## config.mk

```make
export PLATFORM = sky130hd
export DESIGN_NAME = fwp_flash_protect
export DESIGN_NICKNAME = d
export VERILOG_FILES = /design/src/verilog/fwp_pkg.sv /design/src/verilog/fwp_flash_protect.sv
export SDC_FILE = /design/constraint.sdc
export NUM_CORES = 1
export LEC_CHECK = 0
export ABC_CLOCK_PERIOD_IN_PS = 5650
export BUFFER_PORTS_ARGS = -buffer_cell sky130_fd_sc_hd__buf_2
export CORE_MARGIN = 2
export CORE_UTILIZATION = 47
export CTS_BUF_LIST = sky130_fd_sc_hd__clkbuf_8 sky130_fd_sc_hd__clkbuf_16
export CTS_CLUSTER_DIAMETER = 150
export DETAILED_ROUTE_END_ITERATION = 12
export GPL_TIMING_DRIVEN = 0
export PLACE_DENSITY = 0.87
export RECOVER_POWER = 50
export SLEW_MARGIN = 20
export SYNTH_ARGS = -nofsm -noshare
export SYNTH_HDL_FRONTEND = slang
export SYNTH_SLANG_ARGS = --single-unit
```

## constraint.sdc

```tcl
create_clock -name pclk -period 5.65 [get_ports pclk]
set_clock_uncertainty 0.1 [all_clocks]
set_input_delay 0.8475 -clock pclk [delete_from_list [all_inputs] [get_ports pclk]]
set_output_delay 0.8475 -clock pclk [all_outputs]
set_load 0.05 [all_outputs]
```

## src/verilog/fwp_pkg.sv

```systemverilog
// Package: register map, field layout, reset values and carriers for the flash wait/protect block
`default_nettype none

package fwp_pkg;

	// ****************************************************************
	// Register map (byte addresses on the APB)
	// ****************************************************************
	localparam logic [19:0] FWP_ADDR_BANK2     = 20'h0edfb0;
	localparam logic [19:0] FWP_ADDR_BANK3     = 20'h0edfb4;
	localparam logic [19:0] FWP_ADDR_BANK0     = 20'h0edfb8;
	localparam logic [19:0] FWP_ADDR_BANK1     = 20'h0edfbc;
	localparam logic [19:0] FWP_ADDR_WAIT      = 20'h0edfc0;
	localparam logic [19:0] FWP_ADDR_STATUS    = 20'h0edfc4;
	localparam logic [19:0] FWP_ADDR_MASK      = 20'h0edfc8;

	// ****************************************************************
	// Field layout
	// ****************************************************************
	localparam int          FWP_FUSE_LOCK_BIT  = 15;
	localparam logic [15:0] FWP_BANK2_MASK     = 16'h8007;
	localparam logic [15:0] FWP_BANK3_MASK     = 16'h0003;
	localparam logic [15:0] FWP_BANK0_MASK     = 16'h03ff;
	localparam logic [15:0] FWP_BANK1_MASK     = 16'h0003;
	localparam logic [3:0]  FWP_WAIT_RESET     = 4'hf;
	localparam int          FWP_NUM_EVENTS     = 2;
	localparam int          FWP_EV_VIOLATION   = 0;
	localparam int          FWP_EV_SETPROT_REJ = 1;

	// ****************************************************************
	// Reset values: every sector lock reads as active until fuses load
	// ****************************************************************
	localparam logic [15:0] FWP_FUSE_RESET     = 16'h0000;

	// ****************************************************************
	// Carriers
	// ****************************************************************
	typedef enum logic [1:0] {
		FWP_BANK_0,
		FWP_BANK_1,
		FWP_BANK_2,
		FWP_BANK_3
	} fwp_bank_t;

	typedef struct packed {
		fwp_bank_t   bank;
		logic [9:0]  sectors;
	} fwp_pe_req_t;

	typedef struct packed {
		logic [15:0] bank2;
		logic [15:0] bank3;
		logic [15:0] bank0;
		logic [15:0] bank1;
	} fwp_fuse_set_t;

	typedef enum logic {
		FWP_XB_IDLE,
		FWP_XB_WAIT
	} fwp_xb_state_t;

endpackage

`default_nettype wire
```

## src/verilog/fwp_flash_protect.sv

```systemverilog
// Flash wait-state generator and sector write protection with an APB register slave
//
// Register access over APB was chosen for this implementation.
`default_nettype none

module fwp_flash_protect
	import fwp_pkg::*;
(
	input  wire logic          pclk,
	input  wire logic          presetn,
	input  wire logic          psel,
	input  wire logic          penable,
	input  wire logic          pwrite,
	input  wire logic [19:0]   paddr,
	input  wire logic [31:0]   pwdata,
	output logic      [31:0]   prdata,
	output logic               pready,
	output logic               pslverr,
	input  wire fwp_fuse_set_t nv_fuse_cells,
	input  wire logic          exec_from_bank2,
	input  wire logic          temp_unprotect,
	input  wire logic          xb_access,
	output logic               xb_ready,
	input  wire logic          pe_valid,
	input  wire fwp_pe_req_t   pe_req,
	output logic      [9:0]    pe_allow,
	output logic               pe_done,
	output logic               irq
);

	// ****************************************************************
	// Declarations
	// ****************************************************************
	logic          [3:0]                wait_count_field_r;
	fwp_fuse_set_t                      fuse_r;
	fwp_fuse_set_t                      fuse_nxt;
	logic                               loaded_r;
	logic          [FWP_NUM_EVENTS-1:0] status_r;
	logic          [FWP_NUM_EVENTS-1:0] mask_r;
	logic          [FWP_NUM_EVENTS-1:0] event_set;
	logic          [31:0]               rdata_nxt;
	logic                               addr_hit;
	logic                               wr_fire;
	logic                               fuse_hit;
	logic                               fuse_write_ok;
	logic          [9:0]                unlocked;
	logic          [9:0]                blocked;
	fwp_xb_state_t                      xb_state_r;
	logic          [3:0]                xb_cnt_r;
	logic          [19:0]               addr_q_r;

	// ****************************************************************
	// APB slave: no wait cycle, ready raised from the setup phase
	// ****************************************************************
	always_comb
	begin
		addr_hit  = 1'b1;
		rdata_nxt = 32'h0000_0000;
		if (paddr == FWP_ADDR_BANK2)
		begin
			rdata_nxt[15:0] = fuse_r.bank2 & FWP_BANK2_MASK;
		end
		else if (paddr == FWP_ADDR_BANK3)
		begin
			rdata_nxt[15:0] = fuse_r.bank3 & FWP_BANK3_MASK;
		end
		else if (paddr == FWP_ADDR_BANK0)
		begin
			rdata_nxt[15:0] = fuse_r.bank0 & FWP_BANK0_MASK;
		end
		else if (paddr == FWP_ADDR_BANK1)
		begin
			rdata_nxt[15:0] = fuse_r.bank1 & FWP_BANK1_MASK;
		end
		else if (paddr == FWP_ADDR_WAIT)
		begin
			rdata_nxt[3:0] = wait_count_field_r;
		end
		else if (paddr == FWP_ADDR_STATUS)
		begin
			rdata_nxt[FWP_NUM_EVENTS-1:0] = status_r;
		end
		else if (paddr == FWP_ADDR_MASK)
		begin
			rdata_nxt[FWP_NUM_EVENTS-1:0] = mask_r;
		end
		else
		begin
			addr_hit = 1'b0;
		end
	end

	always_ff @(posedge pclk or negedge presetn)
	begin
		if (!presetn)
		begin
			pready   <= 1'b0;
			pslverr  <= 1'b0;
			prdata   <= 32'h0000_0000;
			addr_q_r <= 20'h00000;
		end
		else
		begin
			pready   <= psel & ~penable;
			pslverr  <= psel & ~penable & ~addr_hit;
			addr_q_r <= paddr;
			if (psel && !penable && !pwrite)
			begin
				prdata <= rdata_nxt;
			end
		end
	end

	// Writes take effect only at the edge where the master sees ready
	assign wr_fire  = psel & penable & pready & pwrite & ~pslverr;
	assign fuse_hit = wr_fire & ((paddr == FWP_ADDR_BANK2) | (paddr == FWP_ADDR_BANK3) |
		(paddr == FWP_ADDR_BANK0) | (paddr == FWP_ADDR_BANK1));

	// ****************************************************************
	// Wait control register
	// ****************************************************************
	always_ff @(posedge pclk or negedge presetn)
	begin
		if (!presetn)
		begin
			wait_count_field_r <= FWP_WAIT_RESET;
		end
		else if (wr_fire && paddr == FWP_ADDR_WAIT)
		begin
			wait_count_field_r <= pwdata[3:0];
		end
	end

	// ****************************************************************
	// Extension bus wait-state generator
	// ****************************************************************
	// The count is sampled at the start of the access, so a rewrite of
	// the wait field never stretches or cuts an access in flight.
	always_ff @(posedge pclk or negedge presetn)
	begin
		if (!presetn)
		begin
			xb_state_r <= FWP_XB_IDLE;
			xb_cnt_r   <= 4'h0;
			xb_ready   <= 1'b0;
		end
		else
		begin
			xb_ready <= 1'b0;
			case (xb_state_r)
				FWP_XB_IDLE:
				begin
					if (xb_access)
					begin
						if (wait_count_field_r == 4'h0)
						begin
							xb_ready <= 1'b1;
						end
						else
						begin
							xb_cnt_r   <= wait_count_field_r - 4'h1;
							xb_state_r <= FWP_XB_WAIT;
						end
					end
				end
				FWP_XB_WAIT:
				begin
					if (xb_cnt_r == 4'h0)
					begin
						xb_ready   <= 1'b1;
						xb_state_r <= FWP_XB_IDLE;
					end
					else
					begin
						xb_cnt_r <= xb_cnt_r - 4'h1;
					end
				end
				default:
				begin
					xb_state_r <= FWP_XB_IDLE;
				end
			endcase
		end
	end

	// ****************************************************************
	// Protection registers: fuse copy and set-protection
	// ****************************************************************
	// A fuse write is the set-protection operation; it is refused from
	// bank two and, unless temp_unprotect is high, while the cell write lock is programmed.
	assign fuse_write_ok = ~exec_from_bank2 &
		(fuse_r.bank2[FWP_FUSE_LOCK_BIT] | temp_unprotect);

	always_comb
	begin
		fuse_nxt = fuse_r;
		if (paddr == FWP_ADDR_BANK2)
			fuse_nxt.bank2 = fuse_r.bank2 & (pwdata[15:0] | ~FWP_BANK2_MASK);
		else if (paddr == FWP_ADDR_BANK3)
			fuse_nxt.bank3 = fuse_r.bank3 & (pwdata[15:0] | ~FWP_BANK3_MASK);
		else if (paddr == FWP_ADDR_BANK0)
			fuse_nxt.bank0 = fuse_r.bank0 & (pwdata[15:0] | ~FWP_BANK0_MASK);
		else if (paddr == FWP_ADDR_BANK1)
			fuse_nxt.bank1 = fuse_r.bank1 & (pwdata[15:0] | ~FWP_BANK1_MASK);
	end

	// Reset leaves every lock at zero; the cells are copied at the first
	// edge after release and never sampled again.
	always_ff @(posedge pclk or negedge presetn)
	begin
		if (!presetn)
		begin
			fuse_r   <= '{FWP_FUSE_RESET, FWP_FUSE_RESET, FWP_FUSE_RESET, FWP_FUSE_RESET};
			loaded_r <= 1'b0;
		end
		else if (!loaded_r)
		begin
			fuse_r.bank2 <= nv_fuse_cells.bank2 & FWP_BANK2_MASK;
			fuse_r.bank3 <= nv_fuse_cells.bank3 & FWP_BANK3_MASK;
			fuse_r.bank0 <= nv_fuse_cells.bank0 & FWP_BANK0_MASK;
			fuse_r.bank1 <= nv_fuse_cells.bank1 & FWP_BANK1_MASK;
			loaded_r     <= 1'b1;
		end
		else if (fuse_hit && fuse_write_ok)
		begin
			fuse_r <= fuse_nxt;
		end
	end

	// ****************************************************************
	// Program / erase gate
	// ****************************************************************
	always_comb
	begin
		unlocked = 10'h000;
		if (loaded_r)
		begin
			case (pe_req.bank)
				FWP_BANK_0: unlocked = fuse_r.bank0[9:0];
				FWP_BANK_1: unlocked = {8'h00, fuse_r.bank1[1:0]};
				FWP_BANK_2: unlocked = {7'h00, fuse_r.bank2[2:0]};
				FWP_BANK_3: unlocked = {8'h00, fuse_r.bank3[1:0]};
				default:    unlocked = 10'h000;
			endcase
		end
	end

	// Sectors beyond a bank's size do not exist: never allowed, never flagged
	assign blocked = pe_req.sectors & ~unlocked & (pe_req.bank == FWP_BANK_0 ? 10'h3ff :
		pe_req.bank == FWP_BANK_2 ? 10'h007 : 10'h003);

	always_ff @(posedge pclk or negedge presetn)
	begin
		if (!presetn)
		begin
			pe_allow <= 10'h000;
			pe_done  <= 1'b0;
		end
		else
		begin
			pe_done <= pe_valid;
			if (pe_valid)
			begin
				pe_allow <= pe_req.sectors & unlocked;
			end
		end
	end

	// ****************************************************************
	// Event status, mask and interrupt
	// ****************************************************************
	assign event_set[FWP_EV_VIOLATION]   = pe_valid & (|blocked);
	assign event_set[FWP_EV_SETPROT_REJ] = fuse_hit & loaded_r & ~fuse_write_ok;

	// Set wins over a write-one-to-clear in the same cycle
	genvar gi;
	generate
		for (gi = 0; gi < FWP_NUM_EVENTS; gi++)
		begin : g_status
			always_ff @(posedge pclk or negedge presetn)
			begin
				if (!presetn)
				begin
					status_r[gi] <= 1'b0;
				end
				else if (event_set[gi])
				begin
					status_r[gi] <= 1'b1;
				end
				else if (wr_fire && paddr == FWP_ADDR_STATUS && pwdata[gi])
				begin
					status_r[gi] <= 1'b0;
				end
			end
		end
	endgenerate

	always_ff @(posedge pclk or negedge presetn)
	begin
		if (!presetn)
		begin
			mask_r <= '0;
			irq    <= 1'b0;
		end
		else
		begin
			if (wr_fire && paddr == FWP_ADDR_MASK)
			begin
				mask_r <= pwdata[FWP_NUM_EVENTS-1:0];
			end
			irq <= |(status_r & mask_r);
		end
	end

	// ****************************************************************
	// Assertions
	// ****************************************************************
	wait_zero_a: assert property (@(posedge pclk) disable iff (!presetn)
		(xb_access && xb_state_r == FWP_XB_IDLE && wait_count_field_r == 4'h0) |=> xb_ready)
		else $error("zero-wait access did not get ready next cycle");
	wait_one_a: assert property (@(posedge pclk) disable iff (!presetn)
		(xb_access && xb_state_r == FWP_XB_IDLE && wait_count_field_r == 4'h1)
		|=> !xb_ready ##1 xb_ready)
		else $error("one-wait access ready at wrong cycle");
	wait_reset_a: assert property (@(posedge pclk) disable iff (!presetn)
		!loaded_r |-> wait_count_field_r == 4'hf)
		else $error("wait field not fifteen after reset");
	load_once_a: assert property (@(posedge pclk) disable iff (!presetn)
		(loaded_r && !fuse_hit) |=> $stable(fuse_r))
		else $error("protection registers changed without a fuse write");
	all_locked_a: assert property (@(posedge pclk) disable iff (!presetn)
		(!loaded_r && pe_valid) |=> (pe_allow == 10'h000))
		else $error("sector allowed before fuse copy");
	bank2_exec_a: assert property (@(posedge pclk) disable iff (!presetn)
		(loaded_r && fuse_hit && exec_from_bank2) |=> $stable(fuse_r) && status_r[1])
		else $error("set-protection accepted from bank two");
	otp_bits_a: assert property (@(posedge pclk) disable iff (!presetn)
		$past(loaded_r) |-> ((fuse_r & ~$past(fuse_r)) == '0))
		else $error("programmed fuse bit returned to one");
	cell_freeze_a: assert property (@(posedge pclk) disable iff (!presetn)
		(loaded_r && fuse_hit && !fuse_r.bank2[15] && !temp_unprotect) |=> $stable(fuse_r))
		else $error("fuse write passed cell write lock");
	sector_gate_a: assert property (@(posedge pclk) disable iff (!presetn)
		pe_valid |=> ((pe_allow & ~$past(unlocked)) == 10'h000) && pe_done)
		else $error("locked sector allowed");
	flag_set_a: assert property (@(posedge pclk) disable iff (!presetn)
		(pe_valid && |blocked) |=> status_r[0] ##1 (irq == mask_r[0]))
		else $error("violation flag or interrupt missing");
	reserved_rd_a: assert property (@(posedge pclk) disable iff (!presetn)
		(pready && !pwrite && addr_q_r == FWP_ADDR_WAIT) |-> (prdata[31:4] == 28'h0000000))
		else $error("reserved wait bits read non-zero");

endmodule

`default_nettype wire

```

[Yosys cells after proc, flatten, opt, wreduce, memory -nomap -nowiden]
Index checks and enable logic that the tools add are counted.
Widths: inputs -> output; s select.
Word-level totals
  register bits after elaboration: 109
  latch bits: 0
  memory bits (writable): 0
  memory bits (read-only): 0
  input bits: 137
  output and inout bits: 47
  logic and storage cells: 137
  memories kept: 0
Cells by class
  add/sub/neg operators: 2
  multipliers: 0
  divide/modulo/power cells: 0
  magnitude comparators: 0
  equal/unequal tests: 21
  shifts and indexed selects: 0
  multiplexer cells: 44
  bitwise logic cells: 30
  reduce and logical (&&, ||, !) cells: 22
Operators by type and width (number)
  $eq 20x20->1 const B: 7
  $mux 64: 2
  $mux 16: 7
  $and 16x16->16: 4
  $mux 48: 1
  $pmux 10 s4: 1
  $mux 32: 1
  $and 10x10->10: 3
  $mux 10: 3
  $mux 1: 17
  $mux 4: 4
  $ne 2x2->1 const B: 6
  $and 1x1->1: 11
  $ne 2x1->1 const B: 5
  $not 10->10: 1
  $reduce_or 10->1: 1
  $logic_and 1x1->1: 8
  $logic_not 4->1: 2
  $mux 2: 4
  $pmux 4 s2: 1
  $sub 4x1->4 const B: 2
  $not 1->1: 6
  $reduce_and 3->1: 2
  $reduce_and 5->1: 1
  12 further kinds: 19

[Depth between registers and ports, before layout]
  word-level depth: 10
  mapped depth: 7
  mapped depth without buffers: 6

[Worst setup path after synthesis]
OpenSTA, ideal clock, no wires.
  kind: input -> register
  from: input paddr[13]
  to: register wait_count_field_r[0]
  setup time: 0.085 ns
  data arrival time: 2.216 ns
  data required time: 5.465 ns
  slack: 3.249 ns
  stages: 6
  buffers on the path: 1
  cell sequence: nand4b_4 nor4_4 and3_1 and3_1 buf_2 mux2_1
Between the ends
  word-level cells in the longest chain between the ends: 2
Ends and longest elaborated chain
  from (decl): RTL line fwp_flash_protect.sv:14  | input wire logic [19:0] paddr,
  $eq 20x20->1: RTL line fwp_flash_protect.sv:128  | else if (wr_fire && paddr == FWP_ADDR_WAIT)
  $logic_and 1x1->1: RTL line fwp_flash_protect.sv:128
  to (signal assigned): RTL line fwp_flash_protect.sv:130  | wait_count_field_r <= pwdata[3:0];
  to (decl): RTL line fwp_flash_protect.sv:34  | logic [3:0] wait_count_field_r;
No other way between the ends.
A chain may end at the register's enable or synchronous reset.

==> metrics.txt <==
Fin. Hold Viols 0; worst path cell trace clkbuf_1; Fmax 298.5 MHz; WS Path Type input pin to async pin; Critical Path AT 3.02 ns; placer's final routability congestion estimate 0.8918; Crit Path Max Fanout 58; Pwr Total 944.0 uW; status finished with violations; wire per inst 16.67 um; Max Slew Vio Count slightly below 60; Core ar. 6422 sq um; total gr overflow 0; Post-synth ARST share 100.0%; vias in the first global route 2817; DRT Pass-1 Iters 4; # diodes 0; post-layout util 61.54%; synthesized flop and latch total 58; CTS Hold Bufs 0; TNS Setup 0 ns; CP max stage cell clkbuf_1; GRT Util Overall between 20% and 30%; std cell rows 29; xor-xnor portion of the synthesized cell area 0.5556%; TritonCTS buffer count 9; Total Routed Length roughly 8700 um; Antenna Nets Post-Route 0; first-pass GRT wire length 13970 um; pwr dens 238.8 nW/um^2; Via density 5.509; Clock Latency Late Sink 0.35 ns; area growth from synthesis to final layout 25.36%; Slew @ Worst Pin ~3.1 ns; vias after detailed routing 2859; Worst-path clk slew ~0.06 ns; Compound-Gate Fraction of Synth Area between 15 and 20%; internal power ~660 uW; I/O Pins 184; post-CTS setup buffers 0; Critical Path Start Type input pin; Hold Crit Class flop to flop; Synth Flop Type dfrtp_1; final-stage net count 575; FF/Latch Area 1456 sq um; Final min period between 3 and 4 ns; root buf cell clkbuf_8; Max Root-Sink Buffers 2; Syn Inst Count 312; DPL Wire Length approximately 6600 um; post-synthesis mux area share 7.381%; CTS tree built; yosys warns 0; final cell count without fillers 519; Placed Instances 503; Die Span Y 85.91 um; drt initial violations between 200 and 250; DIE WIDTH around 86 um; Post-synth EDFFs 0; CTS HTree Levels 3; sw frac 30.59%; Worst Path Buf+Inv 1; antenna violations before repair 0; kind of cell adding the most delay to the critical path buffers and inverters; Tcrit/Tclk final 59.29%; Max-Cap Viols 1; share of layout cells above drive strength 1 32.58%; Fillers 550; PostCTS Resize Cnt 0; sequential power share a little under half; Initial Util 49.09%; Sink Count 58; area occupied by multi-input gates 1454 sq um; DRC viols 0; Worst slew margin -104.9%; Port Buffers 94; Worst path max stage delay 2.13 ns; Setup crit end kind async pin; Synth cell types 59; P_sw 288.7 uW; failing checks max-capacitance violations, max-slew violations; Final WS setup 2.300 ns; mapped cell area 3153 sq um; Synth Area in Adders 0.3968%; CP required 5.32 ns; VDD IR max 0.1255 mV; RSZ-0062 raised after global routing false; syn_area_per_cell 10.11 sq um; register area share after synthesis 46.19%; die area 7380 sq um; combinational family with the most area after synthesis simple AND/OR/NAND/NOR gates; P_leak around 0.0020 uW; simple-gate area share of the yosys netlist around 18%; Clk pwr share between 30% and 40%; Comb pwr share 17.6%; largest net degree at the start of global routing 59; Post-Place Setup Slack 2.909 ns; setup violators final 0
[worst paths after layout]
path / start / end / slack (ns) / cells after the start
worst max-delay path: presetn / irq / 2.30 / 1
min in group asynchronous: presetn / pe_allow[9] / 1.40 / 1
worst max register to register: loaded_r / fuse_r[33] / 3.62 / 4
worst min register to register: prdata[15] / prdata[15] / 0.38 / 2
max in group pclk: paddr[1] / fuse_r[50] / 3.24 / 6
worst min-delay path: prdata[15] / prdata[15] / 0.38 / 2
[layer usage]
| metal | track usage [%] | part of all wire, % |
|---|---|---|
| met3 | 7.411 | 8.3 |
| met5 | 0 | 0 |
| met4 | 6.926 | 0.97 |
| met2 | 42.35 | 50 |
| met1 | 30.62 | 41 |
[power by group through the flow]
stage               Combinational (uW)  Clock (uW)  Sequential, uW
finish                             166         331             447
global route                       180         354             448
CTS                                166         336             446
detailed placement                 165           0             454
global placement                   161           0             453
floorplan                         92.8           0             464
[through the flow]
stage	area (sq um)	hold slack (ns)
finish	3953	0.3842
global route	3953	0.4263
CTS	3961	0.3832
detailed placement	3797	0.3692
global placement	3795	0.3660
floorplan	3228	0.3630
[sequential cells by signal, indices dropped and copies added (netlist names), 2 cells and up]
register,flops
fuse_r,18
mask_r,2
pe_allow,10
prdata,11
status_r,2
wait_count_field_r,4
xb_cnt_r,4
[kinds of logic after synthesis]
logic type      Yosys count
other cells               2
fa+ha+maj                 1
simple gates             92
compound gates           77
flops                    58
xor+xnor                  2
mux                      20
buf+inv                  60
[synthesized netlist by cell type (all sizes together), types with 10 or more instances]
cell	instances	share of area [%]
nand2	17	2.0
buf	25	5.8
mux2i	12	3.8
dfrtp	54	43
inv	24	2.9
a21oi	10	1.7
nor2	15	1.8
clkbuf	11	1.3
o21ai	24	3.8
nand2b	12	2.4
nand3	12	2.1
[final cells by class]
class                           count  area share (%)
Clock inverter                      6          0.6648
Tap cell                           77           2.437
Clock buffer                       10           3.482
Buffer                             36           5.666
Sequential cell                    58           36.85
Timing Repair Buffer               94           11.84
Multi-Input combinational cell    214           36.78
Inverter                           24           2.279
[placed cells by master (no fill, tap or decap), types with 2 or more instances in the layout]
master | netlist | routed
conb_1 | 2 | 22
or4_1 | 2 | 2
nand4_1 | 6 | 6
a21oi_1 | 9 | 10
a32o_1 | 2 | 2
dfstp_2 | 4 | 4
nor4_1 | 3 | 3
nor2_1 | 15 | 15
nand3b_1 | 4 | 4
dfrtp_1 | 54 | 54
o221a_1 | 9 | 9
o211ai_1 | 5 | 5
o2bb2ai_1 | 2 | 2
mux2i_1 | 12 | 12
o22ai_1 | 5 | 5
mux2_1 | 5 | 5
nor2b_1 | 3 | 3
nand2_1 | 17 | 17
and2_1 | 2 | 2
and3_1 | 3 | 3
buf_1 | 2 | 2
nor4_4 | 2 | 2
o21ai_0 | 24 | 24
a22o_1 | 9 | 9
clkbuf_1 | 10 | 12
inv_1 | 24 | 27
buf_2 | 1 | 93
xor2_1 | 2 | 2
nand3_1 | 11 | 11
mux4_2 | 2 | 2
nand2b_1 | 12 | 12
a32oi_1 | 2 | 2
clkbuf_8 | 0 | 10
clkinv_2 | 0 | 3
buf_4 | 21 | 21
(Power assumes the default switching activity.)
